==> src/design/ucm_pkg.sv <==
// Shared constants and carriers for the modem-control and interrupt-enable block.
// Assumes one 25 MHz clock and a byte-wide register port with a 3-bit address.
package ucm_pkg;

  // Register addresses on the 3-bit CPU register port.
  localparam logic [2:0] ADDR_INTERRUPT_MASK  = 3'h1;
  localparam logic [2:0] ADDR_INTERRUPT_CAUSE = 3'h2;
  localparam logic [2:0] ADDR_MODEM_CONTROL   = 3'h4;
  localparam logic [2:0] ADDR_MODEM_STATE     = 3'h6;
  localparam logic [2:0] ADDR_SCRATCH         = 3'h7;

  // Reset values.
  localparam logic [7:0] RST_INTERRUPT_MASK = 8'h00;
  localparam logic [7:0] RST_MODEM_CONTROL  = 8'h00;
  localparam logic [7:0] RST_SCRATCH        = 8'h00;
  localparam logic [7:0] READ_UNMAPPED      = 8'h00;
  localparam logic       PIN_IDLE_LEVEL     = 1'h1;

  // Interrupt mask field positions.
  localparam int IM_RX_DATA   = 0;
  localparam int IM_TX_EMPTY  = 1;
  localparam int IM_LINE_ERR  = 2;
  localparam int IM_MODEM     = 3;
  localparam logic [7:0] IM_WRITABLE = 8'h0f;

  // Modem control field positions.
  localparam int MC_DTR  = 0;
  localparam int MC_RTS  = 1;
  localparam int MC_AUX1 = 2;
  localparam int MC_AUX2 = 3;
  localparam int MC_LOOP = 4;
  localparam logic [7:0] MC_WRITABLE = 8'h1f;

  // Interrupt cause codes in bits 2..0; bit 0 low means pending.
  localparam logic [2:0] CAUSE_NONE      = 3'h1;
  localparam logic [2:0] CAUSE_LINE_ERR  = 3'h6;
  localparam logic [2:0] CAUSE_RX_DATA   = 3'h4;
  localparam logic [2:0] CAUSE_TX_EMPTY  = 3'h2;
  localparam logic [2:0] CAUSE_MODEM     = 3'h0;

  // Modem line levels, active high, in modem status bit order.
  typedef struct packed {
    logic dcd;
    logic ri;
    logic dsr;
    logic cts;
  } ucm_modem_t;

  // Modem output pin levels as driven, active low.
  typedef struct packed {
    logic aux2_n;
    logic aux1_n;
    logic rts_n;
    logic dtr_n;
  } ucm_modem_out_t;

endpackage : ucm_pkg

==> src/design/ucm_modem_ctrl.sv <==
// Modem control, modem status, interrupt mask, cause and scratch registers.
// Assumes rd_strobe and wr_strobe are one-cycle pulses on mclk from the CPU
// port logic, and that the line-error, data-ready and holding-empty flags
// come from the rest of the controller on the same clock.
//
// How it works
// - Mask bit 0 lets received-data-available raise an interrupt.
// - Mask bit 1 lets transmit-holding-empty raise an interrupt.
// - Mask bit 2 lets receiver line errors raise an interrupt.
// - Mask bit 3 lets modem status changes raise an interrupt.
// - Mask bits 4 to 7 always read zero.
// - Masked sources never show in the cause register or interrupt output.
// - Status flags keep setting regardless of the mask.
// - Control bit 0 drives DTR pin inverted.
// - Control bits 1 to 3 drive RTS and auxiliary pins inverted.
// - Loopback holds serial output at mark and loops transmit into receive.
// - Loopback ignores modem inputs, loops outputs internally, forces pins high.
// - Loopback keeps all interrupts working; modem sources become control bits.
// - Control bits 5 to 7 always read zero.
// - Reading modem status clears the four change flags.
// - CTS, DSR and DCD level changes set status bits 0, 1, 3.
// - Status bit 2 sets only when the ring level falls: ring input rising at the pin, AUX1 clearing in loopback, or a loopback switch.
// - Any change flag raises the modem interrupt condition, masked.
// - Status bits 4 to 7 show inverted CTS, DSR, RI, DCD pins.
// - In loopback status bits 4 to 7 show RTS, DTR, AUX1, AUX2.
// - Scratch byte stores and returns the last write, nothing else.
// - Priority: line errors, received data, holding empty, modem status.
// - Overrun, parity, framing and break flags form the line error source.
`timescale 1ns/10ps
module ucm_modem_ctrl (
  // Clock and reset.
  input  wire logic                    mclk,
  input  wire logic                    rst_n,
  // CPU register port.
  input  wire logic [2:0]              reg_addr,
  input  wire logic                    rd_strobe,
  input  wire logic                    wr_strobe,
  input  wire logic [7:0]              wr_data,
  output logic      [7:0]              rd_data,
  // Interrupt sources from the rest of the controller.
  input  wire logic [3:0]              line_err_flags,
  input  wire logic                    rx_data_avail,
  input  wire logic                    tx_holding_empty,
  // Interrupt outputs.
  output logic                         interrupt_output,
  output logic                         tx_empty_cause_read,
  // Serial path.
  input  wire logic                    tx_shift_out,
  output logic                         rx_shift_in,
  output logic                         serial_tx_pin,
  input  wire logic                    serial_rx_pin,
  // Modem pins, active low.
  input  wire logic                    cts_n_pin,
  input  wire logic                    dsr_n_pin,
  input  wire logic                    ri_n_pin,
  input  wire logic                    dcd_n_pin,
  output ucm_pkg::ucm_modem_out_t      modem_out_pins
);

  logic [7:0]          interrupt_mask_reg;
  logic [7:0]          modem_line_control_reg;
  logic [7:0]          scratch_byte_reg;
  logic [3:0]          change_flags_reg;
  logic [3:0]          change_flags_next;
  ucm_pkg::ucm_modem_t line_level_reg;
  ucm_pkg::ucm_modem_t line_level_next;
  ucm_pkg::ucm_modem_t pin_level;
  logic                rx_pin_level;
  logic [3:0]          pin_level_n;
  logic                loop_mode;
  logic                src_line_err;
  logic                src_rx_data;
  logic                src_tx_empty;
  logic                src_modem;
  logic [2:0]          cause_code;
  logic                modem_state_read;
  logic                cause_read;
  logic [7:0]          rd_data_next;
  logic                line_level_valid_reg;

  assign loop_mode = modem_line_control_reg[ucm_pkg::MC_LOOP];

  // Conditioners for the four modem inputs, in status bit order.
  assign pin_level_n = {dcd_n_pin, ri_n_pin, dsr_n_pin, cts_n_pin};

  genvar gi;
  generate
    for (gi = 0; gi < 4; gi++)
    begin : g_modem_filter
      logic filt_level;
      ucm_pin_filter #(
        .RESET_LEVEL (ucm_pkg::PIN_IDLE_LEVEL)
      ) u_filter (
        .mclk      (mclk),
        .rst_n     (rst_n),
        .pin_in    (pin_level_n[gi]),
        .level_out (filt_level)
      );
      // The pins are active low, so the line level is the complement.
      assign pin_level[gi] = ~filt_level;
    end
  endgenerate

  // Conditioner for the serial receive pin.
  ucm_pin_filter #(
    .RESET_LEVEL (ucm_pkg::PIN_IDLE_LEVEL)
  ) u_rx_filter (
    .mclk      (mclk),
    .rst_n     (rst_n),
    .pin_in    (serial_rx_pin),
    .level_out (rx_pin_level)
  );

  assign modem_state_read = rd_strobe && (reg_addr == ucm_pkg::ADDR_MODEM_STATE);
  assign cause_read       = rd_strobe && (reg_addr == ucm_pkg::ADDR_INTERRUPT_CAUSE);

  // Interrupt mask; only the low four bits hold state.
  always_ff @(posedge mclk)
  begin
    if (!rst_n)
      interrupt_mask_reg <= ucm_pkg::RST_INTERRUPT_MASK;
    else if (wr_strobe && reg_addr == ucm_pkg::ADDR_INTERRUPT_MASK)
      interrupt_mask_reg <= wr_data & ucm_pkg::IM_WRITABLE;
  end

  // Modem control; loopback and the four output controls.
  always_ff @(posedge mclk)
  begin
    if (!rst_n)
      modem_line_control_reg <= ucm_pkg::RST_MODEM_CONTROL;
    else if (wr_strobe && reg_addr == ucm_pkg::ADDR_MODEM_CONTROL)
      modem_line_control_reg <= wr_data & ucm_pkg::MC_WRITABLE;
  end

  // Scratch byte; read back only, steers nothing.
  always_ff @(posedge mclk)
  begin
    if (!rst_n)
      scratch_byte_reg <= ucm_pkg::RST_SCRATCH;
    else if (wr_strobe && reg_addr == ucm_pkg::ADDR_SCRATCH)
      scratch_byte_reg <= wr_data;
  end

  // Current line levels: pins in normal mode, control bits in loopback.
  always_comb
  begin
    if (loop_mode)
    begin
      line_level_next.cts = modem_line_control_reg[ucm_pkg::MC_RTS];
      line_level_next.dsr = modem_line_control_reg[ucm_pkg::MC_DTR];
      line_level_next.ri  = modem_line_control_reg[ucm_pkg::MC_AUX1];
      line_level_next.dcd = modem_line_control_reg[ucm_pkg::MC_AUX2];
    end
    else
    begin
      line_level_next = pin_level;
    end
  end

  // Level history for change detection. The first cycle after reset only
  // loads the history, so reset itself never reports a spurious change.
  always_ff @(posedge mclk)
  begin
    if (!rst_n)
    begin
      line_level_reg       <= '0;
      line_level_valid_reg <= 1'b0;
    end
    else
    begin
      line_level_reg       <= line_level_next;
      line_level_valid_reg <= 1'b1;
    end
  end

  // Change flags: a new change in the same cycle as a status read wins.
  always_comb
  begin
    change_flags_next = change_flags_reg;
    if (modem_state_read)
      change_flags_next = 4'h0;
    if (line_level_valid_reg)
    begin
      if (line_level_next.cts != line_level_reg.cts)
        change_flags_next[0] = 1'b1;
      if (line_level_next.dsr != line_level_reg.dsr)
        change_flags_next[1] = 1'b1;
      if (line_level_next.dcd != line_level_reg.dcd)
        change_flags_next[3] = 1'b1;
      if (line_level_reg.ri && !line_level_next.ri)
        change_flags_next[2] = 1'b1;
    end
  end

  always_ff @(posedge mclk)
  begin
    if (!rst_n)
      change_flags_reg <= 4'h0;
    else
      change_flags_reg <= change_flags_next;
  end

  // Masked interrupt sources.
  // line errors masked
  assign src_line_err = interrupt_mask_reg[ucm_pkg::IM_LINE_ERR] && (|line_err_flags);
  assign src_rx_data  = interrupt_mask_reg[ucm_pkg::IM_RX_DATA] && rx_data_avail;
  assign src_tx_empty = interrupt_mask_reg[ucm_pkg::IM_TX_EMPTY] && tx_holding_empty;
  assign src_modem    = interrupt_mask_reg[ucm_pkg::IM_MODEM] && (|change_flags_reg);

  // Priority encoder for the cause code.
  always_comb
  begin
    if (src_line_err)
      cause_code = ucm_pkg::CAUSE_LINE_ERR;
    else if (src_rx_data)
      cause_code = ucm_pkg::CAUSE_RX_DATA;
    else if (src_tx_empty)
      cause_code = ucm_pkg::CAUSE_TX_EMPTY;
    else if (src_modem)
      cause_code = ucm_pkg::CAUSE_MODEM;
    else
      cause_code = ucm_pkg::CAUSE_NONE;
  end

  // Interrupt line; registered so it never glitches on the pin.
  always_ff @(posedge mclk)
  begin
    if (!rst_n)
      interrupt_output <= 1'b0;
    else
      interrupt_output <= src_line_err || src_rx_data || src_tx_empty || src_modem;
  end

  // Tells the transmitter that software has seen the holding-empty cause,
  // which is what clears that source when it is the one indicated.
  always_ff @(posedge mclk)
  begin
    if (!rst_n)
      tx_empty_cause_read <= 1'b0;
    else
      tx_empty_cause_read <= cause_read && (cause_code == ucm_pkg::CAUSE_TX_EMPTY);
  end

  // Read multiplexer. Data are captured on the strobe and held, which also
  // freezes the cause code seen by software for the rest of the access.
  always_comb
  begin
    case (reg_addr)
      ucm_pkg::ADDR_INTERRUPT_MASK:  rd_data_next = interrupt_mask_reg;
      ucm_pkg::ADDR_INTERRUPT_CAUSE: rd_data_next = {5'h00, cause_code};
      ucm_pkg::ADDR_MODEM_CONTROL:   rd_data_next = modem_line_control_reg;
      ucm_pkg::ADDR_MODEM_STATE:     rd_data_next = {line_level_reg, change_flags_reg};
      ucm_pkg::ADDR_SCRATCH:         rd_data_next = scratch_byte_reg;
      default:                       rd_data_next = ucm_pkg::READ_UNMAPPED;
    endcase
  end

  always_ff @(posedge mclk)
  begin
    if (!rst_n)
      rd_data <= ucm_pkg::READ_UNMAPPED;
    else if (rd_strobe)
      rd_data <= rd_data_next;
  end

  // Modem output pins: inverted control bits, idle high in loopback.
  always_ff @(posedge mclk)
  begin
    if (!rst_n)
      modem_out_pins <= {4{ucm_pkg::PIN_IDLE_LEVEL}};
    else if (loop_mode)
      modem_out_pins <= {4{ucm_pkg::PIN_IDLE_LEVEL}};
    else
    begin
      modem_out_pins.dtr_n  <= ~modem_line_control_reg[ucm_pkg::MC_DTR];
      modem_out_pins.rts_n  <= ~modem_line_control_reg[ucm_pkg::MC_RTS];
      modem_out_pins.aux1_n <= ~modem_line_control_reg[ucm_pkg::MC_AUX1];
      modem_out_pins.aux2_n <= ~modem_line_control_reg[ucm_pkg::MC_AUX2];
    end
  end

  // Serial path. The receive side sees the conditioned pin, or the
  // transmitter directly in loopback; both paths add one register.
  always_ff @(posedge mclk)
  begin
    if (!rst_n)
    begin
      serial_tx_pin <= ucm_pkg::PIN_IDLE_LEVEL;
      rx_shift_in   <= ucm_pkg::PIN_IDLE_LEVEL;
    end
    else if (loop_mode)
    begin
      serial_tx_pin <= ucm_pkg::PIN_IDLE_LEVEL;
      rx_shift_in   <= tx_shift_out;
    end
    else
    begin
      serial_tx_pin <= tx_shift_out;
      rx_shift_in   <= rx_pin_level;
    end
  end

endmodule : ucm_modem_ctrl

==> src/design/ucm_pin_filter.sv <==
// Three-stage input conditioner for one asynchronous pin.
// Assumes the pin is unrelated to mclk; the output moves only once stages two
// and three agree, so a single-cycle glitch after the first stage is rejected.
`timescale 1ns/10ps
module ucm_pin_filter #(
  parameter logic RESET_LEVEL = 1'h1
) (
  // Clock and reset.
  input  wire logic mclk,
  input  wire logic rst_n,
  // Raw pin and conditioned level.
  input  wire logic pin_in,
  output logic      level_out
);

  logic stage1_reg;
  logic stage2_reg;
  logic stage3_reg;

  // Synchroniser chain; stage one feeds stage two only.
  always_ff @(posedge mclk)
  begin
    if (!rst_n)
    begin
      stage1_reg <= RESET_LEVEL;
      stage2_reg <= RESET_LEVEL;
      stage3_reg <= RESET_LEVEL;
    end
    else
    begin
      stage1_reg <= pin_in;
      stage2_reg <= stage1_reg;
      stage3_reg <= stage2_reg;
    end
  end

  // Accept a new level only when the two settled stages agree.
  always_ff @(posedge mclk)
  begin
    if (!rst_n)
      level_out <= RESET_LEVEL;
    else if (stage2_reg == stage3_reg)
      level_out <= stage3_reg;
  end

endmodule : ucm_pin_filter

==> config.mk <==
export PLATFORM = sky130hd
export DESIGN_NAME = ucm_modem_ctrl
export DESIGN_NICKNAME = d
export VERILOG_FILES = /design/src/design/ucm_pkg.sv /design/src/design/ucm_modem_ctrl.sv /design/src/design/ucm_pin_filter.sv
export SDC_FILE = /design/constraint.sdc
export NUM_CORES = 1
export LEC_CHECK = 0
export BUFFER_PORTS_ARGS = -buffer_cell sky130_fd_sc_hd__clkbuf_2
export CORE_MARGIN = 10
export CORE_UTILIZATION = 55
export CTS_CLUSTER_DIAMETER = 150
export DETAILED_ROUTE_END_ITERATION = 8
export MAX_ROUTING_LAYER = met4
export PLACE_DENSITY = 0.86
export SETUP_SLACK_MARGIN = 0.4
export SLEW_MARGIN = 40
export SYNTH_ARGS = -nofsm -noshare
export SYNTH_HDL_FRONTEND = slang
export SYNTH_SLANG_ARGS = --single-unit
export TNS_END_PERCENT = 100
==> constraint.sdc <==
create_clock -name mclk -period 1.6 [get_ports mclk]
set_input_delay 0.24 -clock mclk [delete_from_list [all_inputs] [get_ports mclk]]
set_output_delay 0.24 -clock mclk [all_outputs]
set_load 0.005 [all_outputs]
==> out/metrics.csv <==
stage,metric,value,unit
cts,Clock Sinks,62,
sta,RSZ-0062 raised after global routing,true,
cts,Clock Pin Slew Worst Setup and Hold Paths,0.07,ns
cts,root buffer cell,clkbuf_8,
final_layout,"Area growth, synth to finish",18.4,%
synth,sequential share of the synthesized area,50.3,%
placed_design,IO Port Bufs,42,
floorplanning,die area,0.00757,sq mm
final_layout,Inserted Diodes,0,
synth,"EDFF count, synth",0,
routing,Antenna Violating Nets Remaining,0,
worst_setup_path,WP data arrival,1.52,ns
worst_setup_path,endpoint type of the worst setup path,flip-flop,
synth,mapped cell area,0.00247,sq mm
global_route,grt ovf,0,
pwr,Psw,688,uW
sta,setup_tns,0,ns
cts,Clock Path Buffers,2,
placed_design,dpl cells,343,
global_route,largest net degree at the start of global routing,23,
synth,Synth area leader,dfxtp_1,
floorplanning,Die H,87.0,microns
synth,share of flip-flops with an asynchronous set or reset,0,%
flow_run,max_cap viols,0,
pwr,internal power,2.23,mW
sta,Max Clock Skew,0.00933,ns
worst_setup_path,startpoint types,flip-flop,
placed_design,Routability Congestion,0.854,
final_layout,sequential cell area,0.00125,sq mm
worst_setup_path,critical path peak fanout,3,
routing,vias per inst,5.22,
routing,initial DRC count,134,
cts,htree depth,3,
sta,fmax,812,MHz
floorplanning,site row count,24,
cts,Worst-Skew Late Latency,0.34,ns
sta,measured slew at the worst slew-check pin,0.481,ns
global_route,global-route wire length before repair,8700,microns
placed_design,post-DP HPWL,3910,microns
floorplanning,# IOs,43,
synth,post-synthesis instance total,256,
floorplanning,Initial Util,56.7,%
floorplanning,Die X,87.0,microns
synth,"Avg Cell Area, Syn",9.64,sq um
synth,synth warn,0,
routing,1st-pass router iterations,4,
synth,Yosys top cell area share,50.3,%
worst_setup_path,Worst path max stage delay,0.35,ns
worst_setup_path,kind of critical path,flip-flop to flip-flop,
global_route,Tot GR Track Use,14.9,%
run_status,outcome,"complete, no violations",
worst_setup_path,CP Data Required Time,1.88,ns
sta,Max Slew Vio Count,0,
synth,"top cells by area, synth","dfxtp_1, mux2i_1, nand2b_1",
cts,CTS tree,built,
synth,Seq cells post-synth,62,
cts,TritonCTS Buffers,9,
synth,post-synth net total,283,
worst_setup_path,"Cell Chain, Critical Path",o41ai_4 > nand4_1 > nor2b_1 > o311a_1,
final_layout,layout cells sized above 1,23.7,%
final_layout,area of the multi-input gates,0.00118,sq mm
sta,Setup Viol. Count Final,0,
pwr,Combinational Power Share,6.7,%
routing,DR vias,1878,
routing,drc violations,0,
routing,Total Routed Length,5340,microns
floorplanning,CORE AREA,0.00435,sq mm
pwr,Max IR drop VDD,0.641,mV
synth,Yosys cell types,40,
global_route,antenna violations before repair,0,
sta,Rel. slew slack,67.9,%
final_layout,Filler cells,359,
final_layout,Final Non-Filler Cells,360,
pwr,PwrDens,999,mW/mm^2
routing,Routed wire per std cell,14.8,microns
sta,fin crit share,76.9,%
pwr,sequential power share,54.8,%
pwr,Switching Share,23.6,%
pwr,clock share of power,38.5,%
synth,Main synth FF type,dfxtp_1,
sta,Final Hold Vio Count,0,
final_layout,final net count,330,
sta,Final Critical Period,1.23,ns
worst_hold_path,worst min path class,primary input to flip-flop,
worst_setup_path,Critical-path top delay cell,o41ai_4,
pwr,P_leak,1.19,nW
global_route,vias in the first global route,1882,
stage by stage:
| stage | setup WS (ns) | util, % | area, sq um | power, mW | hold WS, ns |
|---|---|---|---|---|---|
| floorplan | 0.400 | - | 2470 | 1.76 | 0.268 |
| global placement | 0.169 | 62.5 | 2720 | 1.82 | 0.390 |
| detailed placement | 0.152 | 62.5 | 2720 | 1.83 | 0.393 |
| CTS | 0.342 | 66.6 | 2900 | 2.94 | 0.0686 |
| global route | 0.323 | 67.1 | 2920 | 3.04 | 0.0851 |
| finish | 0.369 | 67.1 | 2920 | 2.92 | 0.0803 |
Yosys cell counts, types with 2 or more instances:
cell type / count
a21boi_1: 3
mux2i_1: 19
inv_1: 3
nand3_1: 3
o22ai_1: 5
a32o_1: 2
a22oi_1: 2
nand2b_1: 25
buf_2: 2
and2_1: 9
nor2b_1: 15
buf_4: 2
o21ai_0: 11
clkbuf_1: 7
a21oi_1: 6
and3_1: 4
a21boi_0: 12
nor2_1: 8
dfxtp_1: 62
and3b_1: 3
nand2_1: 34
repair_timing:
action,in CTS,in global routing
hold buffers,0,0
buffers inserted,1,0
endpoints found under the setup margin,6,8
gates resized for setup,4,8
hold endpoints to repair,0,0
pin swaps,3,2
power groups by stage:
stage,logic [mW],clock network [mW],registers [mW]
after floorplan,0.130,0,1.63
after global placement,0.189,0,1.63
after detailed placement,0.192,0,1.63
after CTS,0.194,1.15,1.60
after global routing,0.217,1.22,1.60
final,0.195,1.13,1.60
final cells by class:
class / count / area share, %
Clock buffer: 13 / 4.75
Clock inverter: 3 / 0.728
Inverter: 3 / 0.385
Multi-Input combinational cell: 179 / 40.4
Sequential cell: 62 / 42.8
Tap cell: 52 / 2.23
Timing Repair Buffer: 48 / 8.73
metal layers:
| metal | part of all wire [%] | global-route usage, % |
|---|---|---|
| met1 | 45 | 17.3 |
| met2 | 47 | 22.5 |
| met3 | 5.5 | 3.65 |
| met4 | 2.9 | 9.43 |
| met5 | 0 | - |
cells in the final DEF, fill, tap and decap left out, drive strengths merged:
| master | n |
|---|---|
| dfxtp | 62 |
| a22o | 1 |
| o311a | 1 |
| nand4 | 1 |
| buf | 6 |
| a211oi | 1 |
| nand2 | 34 |
| nand3b | 1 |
| a21boi | 15 |
| and3 | 4 |
| o22ai | 5 |
| nor3b | 2 |
| a32o | 2 |
| a21o | 1 |
| mux2i | 19 |
| nand3 | 3 |
| nor3 | 1 |
| o21ai | 12 |
| a22oi | 2 |
| and4b | 1 |
| a21oi | 6 |
| nor2b | 15 |
| inv | 3 |
| and3b | 3 |
| clkinvlp | 1 |
| and2 | 9 |
| xnor2 | 1 |
| o41ai | 2 |
| clkinv | 2 |
| o21a | 1 |
| nor2 | 9 |
| nand2b | 26 |
| clkbuf | 55 |
| a221oi | 1 |
kinds of logic (layout without fill, tap and decap cells):
logic type | count (synthesis) | after routing | share of synthesized area [%]
XOR/XNOR | 1 | 1 | 0.355
AND/OR/NAND/NOR | 109 | 109 | 24.7
buffers and inverters | 15 | 67 | 2.99
flip-flops | 62 | 62 | 50.3
AO/OA/AOI/OAI | 50 | 50 | 13.9
multiplexers | 19 | 19 | 7.70
final timing paths:
check                                                           start                                     to  slack [ns]  cells after the start
worst max-delay path                              change_flags_reg[2]                             rd_data[0]        0.37                      4
worst min-delay path                                        dcd_n_pin  g_modem_filter[3].u_filter.stage1_reg        0.08                      2
worst max register to register                    change_flags_reg[2]                             rd_data[0]        0.37                      4
worst min register to register  g_modem_filter[2].u_filter.stage1_reg  g_modem_filter[2].u_filter.stage2_reg        0.41                      1
critical path: cells and delay by family, from the launching register on:
kind	cells	cell delay (ns)
AOI/OAI and AO/OA	2	0.50
and+or+nand+nor	2	0.34
DFF	1	0.34
Power figures use the tool's default switching activity.
